$ cat src/dmac_pkg.sv
package dmac_pkg;
    localparam int DATA_W = 16;
    localparam int ACC_W = 40;
    localparam int MUL_W = 17;
    localparam int PROD_W = 33;
    localparam int REP_W = 14;
    localparam int ACC_HI_LSB = 16;
    localparam int ACC_GUARD_LSB = 31;

    // a divide runs 18 executions: count 17, one extend step, 16 trial steps, one fix-up step
    localparam logic [REP_W-1:0] DIV_FIRST_CNT = 14'h0011;
    localparam logic [REP_W-1:0] DIV_LAST_CNT = 14'h0000;

    localparam logic [5:0] SHIFT_RIGHT_MAX = 6'h0f;
    localparam logic [5:0] SHIFT_LEFT_MAX = 6'h10;

    localparam logic [ACC_W-1:0] ACC_ZERO = 40'h0000000000;
    localparam logic [ACC_W-1:0] SAT39_POS = 40'h7fffffffff;
    localparam logic [ACC_W-1:0] SAT39_NEG = 40'h8000000000;
    localparam logic [ACC_W-1:0] SAT31_POS = 40'h007fffffff;
    localparam logic [ACC_W-1:0] SAT31_NEG = 40'hff80000000;
    localparam logic [DATA_W-1:0] WB_POS = 16'h7fff;
    localparam logic [DATA_W-1:0] WB_NEG = 16'h8000;
    localparam logic [DATA_W-1:0] ROUND_HALF = 16'h8000;

    typedef enum logic [2:0] {
        frac_divide_op,
        signed_long_divide_op,
        unsigned_long_divide_op,
        signed_word_divide_op,
        unsigned_word_divide_op
    } dmac_div_kind_type;

    typedef enum logic [3:0] {
        clr_op,
        mult_op,
        neg_mult_op,
        mult_accum_op,
        mult_subtract_op,
        square_accum_op,
        squared_diff_op,
        squared_diff_accum_op,
        acc_prefetch_move_op,
        acc_add_op,
        acc_sub_op,
        acc_neg_op,
        load_accumulator_op,
        acc_shift_op,
        integer_multiply_op
    } dmac_mac_op_type;
endpackage

$ cat src/dmac_div_if.sv
`timescale 1ns/1ps
interface dmac_div_if;
    import dmac_pkg::*;
    logic step;
    logic first;
    logic last;
    dmac_div_kind_type kind;
    logic [DATA_W-1:0] dividend_lo;
    logic [DATA_W-1:0] dividend_hi;
    logic [DATA_W-1:0] divisor;
    logic [DATA_W-1:0] quotient;
    logic [DATA_W-1:0] remainder;
    logic done;
    modport ctrl(output step, first, last, kind, dividend_lo, dividend_hi, divisor,
                 input quotient, remainder, done);
    modport unit(input step, first, last, kind, dividend_lo, dividend_hi, divisor,
                 output quotient, remainder, done);
endinterface

$ cat src/dmac_datapath.sv
`timescale 1ns/1ps
// Function
// - divides: signed fractional, and signed/unsigned integer in 32/16 and 16/16 forms
// - word divides take the same step count; dividend zero or sign extended first
// - whole divide including repeat setup finishes in 19 cycles
// - repeat executes its target one more time than the loaded count
// - a divide may pause for an interrupt and resume with context intact
// - quotient to quotient_reg, remainder to remainder_reg, operands from dividend/divisor
// - engine: 17x17 multiplier, barrel shifter, 40-bit adder, two accumulators, round, saturate
// - accumulator add, subtract and negate use only the accumulators
// - engine refuses work while a general ALU instruction runs; squared difference shares
// - configuration picks multiply format, sign, rounding, saturation enables and mode
// - multiplier signed or unsigned, scaled to 1.31 fraction or 32-bit integer
// - 16-bit operands zero or sign extended to 17 bits by signedness
// - 33-bit scaled product sign extended to 40 bits
// - fractional operands have radix after sign; 16x16 gives 1.31 product
// - same multiplier serves integer multiplies of any operand signedness mix
// - byte integer multiply gives 16 bits, word multiply gives 32 bits
// - 40-bit adder with sign extension, accumulator A or B as source and destination
// - load data may be scaled through the barrel shifter first
// - integers are two's complement, 16-bit range 0x8000 to 0x7fff
// - barrel shifter moves up to 15 right or 16 left in one cycle
module dmac_datapath
    import dmac_pkg::*;
(
    input wire logic core_clk,
    input wire logic rst_b,
    input wire logic rep_load,
    input wire logic [REP_W-1:0] rep_count,
    input wire logic rep_hold,
    output logic rep_active,
    output logic rep_exec,
    output logic [REP_W-1:0] repeat_counter,
    input wire logic div_req,
    input wire dmac_div_kind_type div_kind,
    input wire logic [DATA_W-1:0] dividend_reg,
    input wire logic [DATA_W-1:0] dividend_hi_reg,
    input wire logic [DATA_W-1:0] divisor_reg,
    output logic [DATA_W-1:0] quotient_reg,
    output logic [DATA_W-1:0] remainder_reg,
    output logic div_done,
    input wire logic mac_valid,
    input wire dmac_mac_op_type mac_op,
    input wire logic alu_busy,
    input wire logic acc_target_b,
    input wire logic [DATA_W-1:0] x_data,
    input wire logic [DATA_W-1:0] y_data,
    input wire logic [DATA_W-1:0] load_data,
    input wire logic [5:0] shift_amt,
    input wire logic wb_req,
    input wire logic frac_mode,
    input wire logic sign_mode_select,
    input wire logic round_mode_select,
    input wire logic acc_a_sat_enable,
    input wire logic acc_b_sat_enable,
    input wire logic data_write_sat_enable,
    input wire logic acc_sat_mode,
    input wire logic int_mul_a_signed,
    input wire logic int_mul_b_signed,
    input wire logic int_mul_byte,
    output logic [ACC_W-1:0] accumulator_a,
    output logic [ACC_W-1:0] accumulator_b,
    output logic [DATA_W-1:0] wb_data,
    output logic wb_valid,
    output logic [31:0] int_product,
    output logic int_product_valid,
    output logic mac_refused
);
    dmac_div_if div_bus();

    logic rep_active_q;
    logic [REP_W-1:0] repeat_counter_q;
    logic div_active_q;
    dmac_div_kind_type div_kind_q;
    logic exec;

    // repeat engine: count+1 executions, frozen while an interrupt holds it
    assign exec = rep_active_q && !rep_hold;

    always_ff @(posedge core_clk or negedge rst_b) begin
        if (!rst_b) begin
            rep_active_q <= 1'b0;
            repeat_counter_q <= DIV_LAST_CNT;
        end else if (rep_load && !rep_active_q) begin
            rep_active_q <= 1'b1;
            repeat_counter_q <= rep_count;
        end else if (exec) begin
            if (repeat_counter_q == DIV_LAST_CNT) begin
                rep_active_q <= 1'b0;
            end else begin
                repeat_counter_q <= repeat_counter_q - 14'h0001;
            end
        end
    end

    // divider follows the repeat counter and relies on a count of 17 being loaded
    always_ff @(posedge core_clk or negedge rst_b) begin
        if (!rst_b) begin
            div_active_q <= 1'b0;
            div_kind_q <= frac_divide_op;
        end else if (rep_load && !rep_active_q) begin
            div_active_q <= div_req;
            div_kind_q <= div_kind;
        end else if (exec && repeat_counter_q == DIV_LAST_CNT) begin
            div_active_q <= 1'b0;
        end
    end

    assign div_bus.step = exec && div_active_q;
    assign div_bus.first = repeat_counter_q == DIV_FIRST_CNT;
    assign div_bus.last = repeat_counter_q == DIV_LAST_CNT;
    assign div_bus.kind = div_kind_q;
    assign div_bus.dividend_lo = dividend_reg;
    assign div_bus.dividend_hi = dividend_hi_reg;
    assign div_bus.divisor = divisor_reg;

    dmac_divider u_dmac_divider (
        .core_clk(core_clk),
        .rst_b(rst_b),
        .div(div_bus)
    );

    assign quotient_reg = div_bus.quotient;
    assign remainder_reg = div_bus.remainder;
    assign div_done = div_bus.done;
    assign rep_active = rep_active_q;
    assign rep_exec = exec;
    assign repeat_counter = repeat_counter_q;

    // multiply-accumulate engine
    logic go;
    logic [ACC_W-1:0] acc_a_q;
    logic [ACC_W-1:0] acc_b_q;
    logic [ACC_W-1:0] tgt;
    logic [ACC_W-1:0] oth;
    logic [MUL_W-1:0] ma;
    logic [MUL_W-1:0] mb;
    logic [MUL_W-1:0] sq_diff;
    logic [33:0] prod;
    logic [PROD_W-1:0] scaled;
    logic [ACC_W-1:0] mul40;
    logic [ACC_W-1:0] shift_src;
    logic [ACC_W-1:0] shifted;
    logic [5:0] sh_n;
    logic [ACC_W-1:0] lhs;
    logic [ACC_W-1:0] rhs;
    logic subtract;
    logic [ACC_W:0] sum;
    logic ovf39;
    logic ovf31;
    logic sat_en;
    logic [ACC_W-1:0] result;
    logic acc_we;
    logic wb_allowed;

    assign go = mac_valid && !alu_busy;
    assign tgt = acc_target_b ? acc_b_q : acc_a_q;
    assign oth = acc_target_b ? acc_a_q : acc_b_q;
    // the difference comes from a 17-bit subtractor in this module, inside the same instruction
    assign sq_diff = {x_data[15], x_data} - {y_data[15], y_data};

    always_comb begin
        ma = {!sign_mode_select && x_data[15], x_data};
        mb = {!sign_mode_select && y_data[15], y_data};
        unique case (mac_op)
            square_accum_op: mb = ma;
            squared_diff_op, squared_diff_accum_op: begin
                ma = sq_diff;
                mb = sq_diff;
            end
            integer_multiply_op: begin
                if (int_mul_byte) begin
                    ma = {{9{int_mul_a_signed && x_data[7]}}, x_data[7:0]};
                    mb = {{9{int_mul_b_signed && y_data[7]}}, y_data[7:0]};
                end else begin
                    ma = {int_mul_a_signed && x_data[15], x_data};
                    mb = {int_mul_b_signed && y_data[15], y_data};
                end
            end
            default: begin
            end
        endcase
    end

    assign prod = $signed(ma) * $signed(mb);
    // fractional scaling drops the duplicated sign bit to form 1.31
    assign scaled = frac_mode ? {prod[31:0], 1'b0} : prod[PROD_W-1:0];
    assign mul40 = {{(ACC_W-PROD_W){scaled[PROD_W-1]}}, scaled};

    // positive amount shifts right, negative left; out-of-range amounts clamp
    assign shift_src = (mac_op == acc_shift_op) ? tgt :
                       {{8{load_data[15]}}, load_data, 16'h0000};
    always_comb begin
        if (!shift_amt[5]) begin
            sh_n = (shift_amt > SHIFT_RIGHT_MAX) ? SHIFT_RIGHT_MAX : shift_amt;
            shifted = ACC_W'($signed(shift_src) >>> sh_n);
        end else begin
            sh_n = 6'(-shift_amt);
            sh_n = (sh_n > SHIFT_LEFT_MAX) ? SHIFT_LEFT_MAX : sh_n;
            shifted = shift_src << sh_n;
        end
    end

    always_comb begin
        lhs = ACC_ZERO;
        rhs = ACC_ZERO;
        subtract = 1'b0;
        unique case (mac_op)
            clr_op: lhs = ACC_ZERO;
            mult_op, squared_diff_op: rhs = mul40;
            neg_mult_op: begin
                rhs = mul40;
                subtract = 1'b1;
            end
            mult_accum_op, square_accum_op, squared_diff_accum_op: begin
                lhs = tgt;
                rhs = mul40;
            end
            mult_subtract_op: begin
                lhs = tgt;
                rhs = mul40;
                subtract = 1'b1;
            end
            acc_add_op: begin
                lhs = tgt;
                rhs = oth;
            end
            acc_sub_op: begin
                lhs = tgt;
                rhs = oth;
                subtract = 1'b1;
            end
            acc_neg_op: begin
                rhs = tgt;
                subtract = 1'b1;
            end
            load_accumulator_op: rhs = shifted;
            default: lhs = tgt;
        endcase
    end

    assign sum = subtract ? {lhs[ACC_W-1], lhs} - {rhs[ACC_W-1], rhs} :
                            {lhs[ACC_W-1], lhs} + {rhs[ACC_W-1], rhs};
    assign ovf39 = sum[ACC_W] ^ sum[ACC_W-1];
    assign ovf31 = !((&sum[ACC_W:ACC_GUARD_LSB]) || !(|sum[ACC_W:ACC_GUARD_LSB]));
    assign sat_en = acc_target_b ? acc_b_sat_enable : acc_a_sat_enable;

    always_comb begin
        if (mac_op == acc_shift_op) begin
            result = shifted;
        end else if (sat_en && acc_sat_mode && ovf39) begin
            result = sum[ACC_W] ? SAT39_NEG : SAT39_POS;
        end else if (sat_en && !acc_sat_mode && ovf31) begin
            result = sum[ACC_W] ? SAT31_NEG : SAT31_POS;
        end else begin
            result = sum[ACC_W-1:0];
        end
    end

    assign acc_we = go && mac_op != acc_prefetch_move_op && mac_op != integer_multiply_op;

    always_ff @(posedge core_clk or negedge rst_b) begin
        if (!rst_b) begin
            acc_a_q <= ACC_ZERO;
            acc_b_q <= ACC_ZERO;
        end else if (acc_we && acc_target_b) begin
            acc_b_q <= result;
        end else if (acc_we) begin
            acc_a_q <= result;
        end
    end

    // write-back: rounded high word of the non-target accumulator
    logic [DATA_W-1:0] oth_lo;
    logic [DATA_W-1:0] oth_hi;
    logic round_inc;
    logic [DATA_W:0] rounded;
    logic wb_ovf;
    logic [DATA_W-1:0] wb_d;

    assign wb_allowed = mac_op == clr_op || mac_op == mult_accum_op ||
                        mac_op == acc_prefetch_move_op || mac_op == mult_subtract_op;
    assign oth_lo = oth[ACC_HI_LSB-1:0];
    assign oth_hi = oth[ACC_GUARD_LSB:ACC_HI_LSB];
    assign round_inc = (round_mode_select && oth_lo == ROUND_HALF) ? oth_hi[0] :
                       oth_lo[15];
    assign rounded = {oth_hi[15], oth_hi} + {16'h0000, round_inc};
    // a guard-bit overflow or a round carry into the sign both clamp when enabled
    assign wb_ovf = (rounded[DATA_W] ^ rounded[DATA_W-1]) ||
                    !((&oth[ACC_W-1:ACC_GUARD_LSB]) || !(|oth[ACC_W-1:ACC_GUARD_LSB]));
    assign wb_d = (data_write_sat_enable && wb_ovf) ? (oth[ACC_W-1] ? WB_NEG : WB_POS) :
                  rounded[DATA_W-1:0];

    logic [DATA_W-1:0] wb_data_q;
    logic wb_valid_q;
    logic [31:0] int_product_q;
    logic int_product_valid_q;
    logic mac_refused_q;

    always_ff @(posedge core_clk or negedge rst_b) begin
        if (!rst_b) begin
            wb_data_q <= 16'h0000;
            wb_valid_q <= 1'b0;
        end else begin
            wb_valid_q <= go && wb_req && wb_allowed;
            if (go && wb_req && wb_allowed) begin
                wb_data_q <= wb_d;
            end
        end
    end

    always_ff @(posedge core_clk or negedge rst_b) begin
        if (!rst_b) begin
            int_product_q <= 32'h00000000;
            int_product_valid_q <= 1'b0;
        end else begin
            int_product_valid_q <= go && mac_op == integer_multiply_op;
            if (go && mac_op == integer_multiply_op) begin
                int_product_q <= int_mul_byte ? {16'h0000, prod[15:0]} : prod[31:0];
            end
        end
    end

    always_ff @(posedge core_clk or negedge rst_b) begin
        if (!rst_b) begin
            mac_refused_q <= 1'b0;
        end else begin
            mac_refused_q <= mac_valid && alu_busy;
        end
    end

    assign accumulator_a = acc_a_q;
    assign accumulator_b = acc_b_q;
    assign wb_data = wb_data_q;
    assign wb_valid = wb_valid_q;
    assign int_product = int_product_q;
    assign int_product_valid = int_product_valid_q;
    assign mac_refused = mac_refused_q;

    // helper: executions seen since the last repeat load
    logic [REP_W:0] exec_seen_q;
    logic [REP_W:0] loaded_q;
    always_ff @(posedge core_clk or negedge rst_b) begin
        if (!rst_b) begin
            exec_seen_q <= 15'h0000;
            loaded_q <= 15'h0000;
        end else if (rep_load && !rep_active_q) begin
            exec_seen_q <= 15'h0000;
            loaded_q <= {1'b0, rep_count};
        end else if (exec) begin
            exec_seen_q <= exec_seen_q + 15'h0001;
        end
    end
endmodule

$ cat src/dmac_divider.sv
`timescale 1ns/1ps
module dmac_divider
    import dmac_pkg::*;
(
    input wire logic core_clk,
    input wire logic rst_b,
    dmac_div_if.unit div
);
    logic signed_op;
    logic [31:0] dvd_raw;
    logic [31:0] dvd_mag;
    logic [DATA_W-1:0] dsr_mag;
    logic [DATA_W-1:0] part_q;
    logic [DATA_W-1:0] work_q;
    logic [DATA_W-1:0] dsr_q;
    logic qneg_q;
    logic rneg_q;
    logic [DATA_W-1:0] quotient_q;
    logic [DATA_W-1:0] remainder_q;
    logic done_q;
    logic [DATA_W:0] trial;
    logic [DATA_W:0] diff;
    logic fits;

    assign signed_op = (div.kind != unsigned_long_divide_op) &&
                       (div.kind != unsigned_word_divide_op);

    always_comb begin
        unique case (div.kind)
            frac_divide_op: dvd_raw = {div.dividend_lo[15], div.dividend_lo, 15'h0000};
            signed_long_divide_op: dvd_raw = {div.dividend_hi, div.dividend_lo};
            unsigned_long_divide_op: dvd_raw = {div.dividend_hi, div.dividend_lo};
            signed_word_divide_op: dvd_raw = {{16{div.dividend_lo[15]}}, div.dividend_lo};
            unsigned_word_divide_op: dvd_raw = {16'h0000, div.dividend_lo};
            default: dvd_raw = 32'h00000000;
        endcase
    end

    assign dvd_mag = (signed_op && dvd_raw[31]) ? 32'(-dvd_raw) : dvd_raw;
    assign dsr_mag = (signed_op && div.divisor[15]) ? 16'(-div.divisor) : div.divisor;
    assign trial = {part_q, work_q[15]};
    assign diff = trial - {1'b0, dsr_q};
    assign fits = trial >= {1'b0, dsr_q};

    // restoring steps on magnitudes; signs are applied once in the final step
    always_ff @(posedge core_clk or negedge rst_b) begin
        if (!rst_b) begin
            part_q <= 16'h0000;
            work_q <= 16'h0000;
            dsr_q <= 16'h0000;
            qneg_q <= 1'b0;
            rneg_q <= 1'b0;
        end else if (div.step && div.first) begin
            part_q <= dvd_mag[31:16];
            work_q <= dvd_mag[15:0];
            dsr_q <= dsr_mag;
            qneg_q <= signed_op && (dvd_raw[31] ^ div.divisor[15]);
            rneg_q <= signed_op && dvd_raw[31];
        end else if (div.step && !div.last) begin
            part_q <= fits ? diff[DATA_W-1:0] : trial[DATA_W-1:0];
            work_q <= {work_q[14:0], fits};
        end
    end

    always_ff @(posedge core_clk or negedge rst_b) begin
        if (!rst_b) begin
            quotient_q <= 16'h0000;
            remainder_q <= 16'h0000;
            done_q <= 1'b0;
        end else begin
            done_q <= div.step && div.last;
            if (div.step && div.last) begin
                quotient_q <= qneg_q ? 16'(-work_q) : work_q;
                remainder_q <= rneg_q ? 16'(-part_q) : part_q;
            end
        end
    end

    assign div.quotient = quotient_q;
    assign div.remainder = remainder_q;
    assign div.done = done_q;
endmodule

$ cat config.mk
export PLATFORM = sky130hd
export DESIGN_NAME = dmac_datapath
export DESIGN_NICKNAME = d
export VERILOG_FILES = /design/src/dmac_pkg.sv /design/src/dmac_div_if.sv /design/src/dmac_datapath.sv /design/src/dmac_divider.sv
export SDC_FILE = /design/constraint.sdc
export NUM_CORES = 2
export LEC_CHECK = 0
export BUFFER_PORTS_ARGS = -buffer_cell sky130_fd_sc_hd__buf_2
export CELL_PAD_IN_SITES_DETAIL_PLACEMENT = 0
export CELL_PAD_IN_SITES_GLOBAL_PLACEMENT = 1
export CORE_UTILIZATION = 35
export CTS_CLUSTER_DIAMETER = 200
export DETAILED_ROUTE_END_ITERATION = 6
export PLACE_DENSITY_LB_ADDON = 0.1
export SETUP_SLACK_MARGIN = 0.3
export SLEW_MARGIN = 10
export SYNTH_ARGS = -nofsm -noshare
export SYNTH_HDL_FRONTEND = slang
export SYNTH_SLANG_ARGS = --single-unit
$ cat constraint.sdc
create_clock -name core_clk -period 8 [get_ports core_clk]
set_input_delay 0 -clock core_clk [delete_from_list [all_inputs] [get_ports core_clk]]
set_output_delay 0 -clock core_clk [all_outputs]
set_load 0.03 [all_outputs]
==> results.cfg <==
[place]
dpl.hpwl_mm = 163.7
pre_cts_ws_ns = -5.909
dp.cells = 7488
io_buffer_count = 321
place_congestion = 1.078

[worst_setup_path]
worstReg2RegStart = accumulator_b[2]
crit_type = primary input to register
crit_slowest_cell = or4_4
cp_slowest_stage_delay_ns = 0.60
endpoint_kind = register
crit_start = y_data[1]
r2r_cells = 47
critPathMaxFanout = 6
critPathLaunchType = primary input
cpMostUsedCell = buf_4
worstPathArrival_ns = 13.20
worstPathRequired_ns = 8.52

[drt]
via_count = 43465
top_layer_used = met5
vias_per_cell = 5.640
wl_per_cell_um = 25.38
ant_nets = 0
drc = 14
m1WireLength_mm = 82.90
dr.pass1.iters = 7
wl_met3_mm = 13.61
routed_wl_mm = 195.6
first_iter_violations = 3559
wl_met2_mm = 89.80

[clocking]
clock-sinks = 233
cts_tree = yes
clk_pin_slew_ns = 0.06
root_buffer = clkbuf_16
cts_buffers = 31
cts.htree.levels = 1
clockBufferDepth = 3
clk_latency_ns = 0.64

[die]
start_util = 0.3535
die_w_um = 328.5
rows = 119
dieArea_um2 = 107900
ios = 322
fp.dieH_um = 328.5
fp.coreArea_um2 = 105600

[timing]
clock_skew_ns = 0.01315
whs_ns = -0.01925
min_period_ns = 12.69
setup_violations = 80
hold_viol = 15
postLayoutSetupSlackWorst_ns = -4.689
worst_slew_pin_slew_ns = 1.352
rsz0062_at_grt = yes
max_clock_freq_ghz = 0.07881
period_share = 1.586
relSlewSlack = 0.09029
slew_violations = 0

[global_routing]
grt_pass1_vias = 43192
grt_pass1_wl_mm = 286.0
antenna_found_initial = 11
grt_max_degree = 142
gr-usage-all-layers = 0.3553
overflow = 0

[synth]
ys.flop_type = dfrtp_1
synth_nets = 5349
ys_types = 101
synth-edff-count = 0
synthArstFlopShare = 1.000
ys_seq_area_frac = 0.1562
ys_seq_elements = 233
synthesis.instances = 4746
syn_area_um2 = 37320
yosys_warnings = 0
avgSynthCellArea_um2 = 7.863

[cells_and_area]
fillers = 10519
drive_above_1_share = 0.3410
instances_no_fill = 7707
fin_nets = 6895
syn2layout_area_growth_pct = 44.48

[run]
drv_cap = 0

[outcome]
outcome = complete, but fails checks
violations = design-rule violations, negative hold slack, negative setup slack

[worst_hold_path]
hold_path_class = primary input to asynchronous set/reset pin
## final timing paths
check                                                         to  slack (ns)
worst max-delay path                            accumulator_b[0]       -4.69
worst min-delay path                           accumulator_b[36]       -0.02
worst max register to register                  accumulator_b[0]       -1.01
worst min register to register  u_dmac_divider.div.remainder[13]        0.47
max in group asynchronous                         int_product[3]        6.62
min in group core_clk                          accumulator_b[34]        0.05
## critical path: cells and delay by family
| family | cells | cell delay, ns |
|---|---|---|
| adders and majority gates | 10 | 4.03 |
| and+or+nand+nor | 17 | 3.17 |
| muxes | 1 | 0.14 |
| xor gates and xnor gates | 2 | 0.41 |
| buffers and inverters | 17 | 1.66 |
| AOI/OAI and AO/OA | 20 | 3.75 |
## metrics by stage
step	util	setup TNS (ns)	instance area (µm²)
finish	0.5107	-366.02	53910
global route	0.5107	-407.55	53910
CTS	0.5011	-358.13	52900
detailed placement	0.4738	-464.57	50020
global placement	0.4738	-460.98	50020
floorplan	-	-353.80	37830
## cell type report
type                    count  area (µm²)  share of cell area
multi-input cells        3827       30360              0.5631
inverters                 417        1583             0.02936
clock buffers              41       853.3             0.01583
flip-flops and latches    233        5831              0.1081
clock inverters            13       251.5            0.004665
well taps                1391        1740             0.03228
repair buffers           1782       13290              0.2464
diodes                      3       7.507           0.0001392
## metal layers
metal | vias to the layer above | GRT usage
met5 | - | 0
met4 | 6 | 0.1482
met3 | 412 | 0.05228
met2 | 1764 | 0.5748
met1 | 21456 | 0.4719
li1 | 19827 | -
## synthesized netlist by cell type (all sizes together), types with 56 or more instances
| library cell | instances | share of area |
|---|---|---|
| o21ai | 309 | 0.042 |
| nand2 | 640 | 0.064 |
| a21oi | 248 | 0.034 |
| dfrtp | 233 | 0.16 |
| clkbuf | 188 | 0.019 |
| xor2 | 100 | 0.023 |
| a31oi | 56 | 0.0094 |
| nand3 | 92 | 0.012 |
| xnor2 | 125 | 0.029 |
| a211oi | 57 | 0.012 |
| mux2i | 145 | 0.039 |
| a221oi | 88 | 0.021 |
| nor2 | 458 | 0.046 |
| ha | 168 | 0.056 |
| buf | 81 | 0.011 |
| nor3 | 89 | 0.012 |
| inv | 416 | 0.042 |
| mux2 | 57 | 0.017 |
| fa | 293 | 0.16 |
## cells in the final DEF, fill, tap and decap left out, types with 75 or more instances in the layout
cell type / count
buf_2: 317
dfrtp_1: 233
a21oi_1: 216
mux2i_1: 144
xnor2_1: 120
ha_1: 152
buf_4: 1315
a221oi_1: 81
inv_1: 397
nor3_1: 75
nand2_1: 625
xor2_1: 97
nand3_1: 84
dlygate4sd3_1: 97
fa_1: 280
o21ai_0: 274
nor2_1: 433
## repair_timing
action,CTS,global route
resized for setup,115,160
setup buffers,33,28
pin swaps,78,89
setup endpoints to repair,89,90
endpoints found under the hold margin,162,0
hold buffers,97,0
gates cloned,2,2
## cell families (layout without fill, tap and decap cells)
logic type	after synthesis	in the layout	share of synthesized area
other	0	3	0
AOI/OAI and AO/OA	1263	1263	0.2281
DFF	233	233	0.1562
muxes	234	234	0.07581
and+or+nand+nor	1644	1644	0.2011
adders and majority gates	461	461	0.2135
xor gates and xnor gates	225	225	0.05281
buffers and inverters	686	2253	0.07232
Power is not shown: default switching activity piles up to over one toggle a cycle in this logic, so the estimate is an artifact.
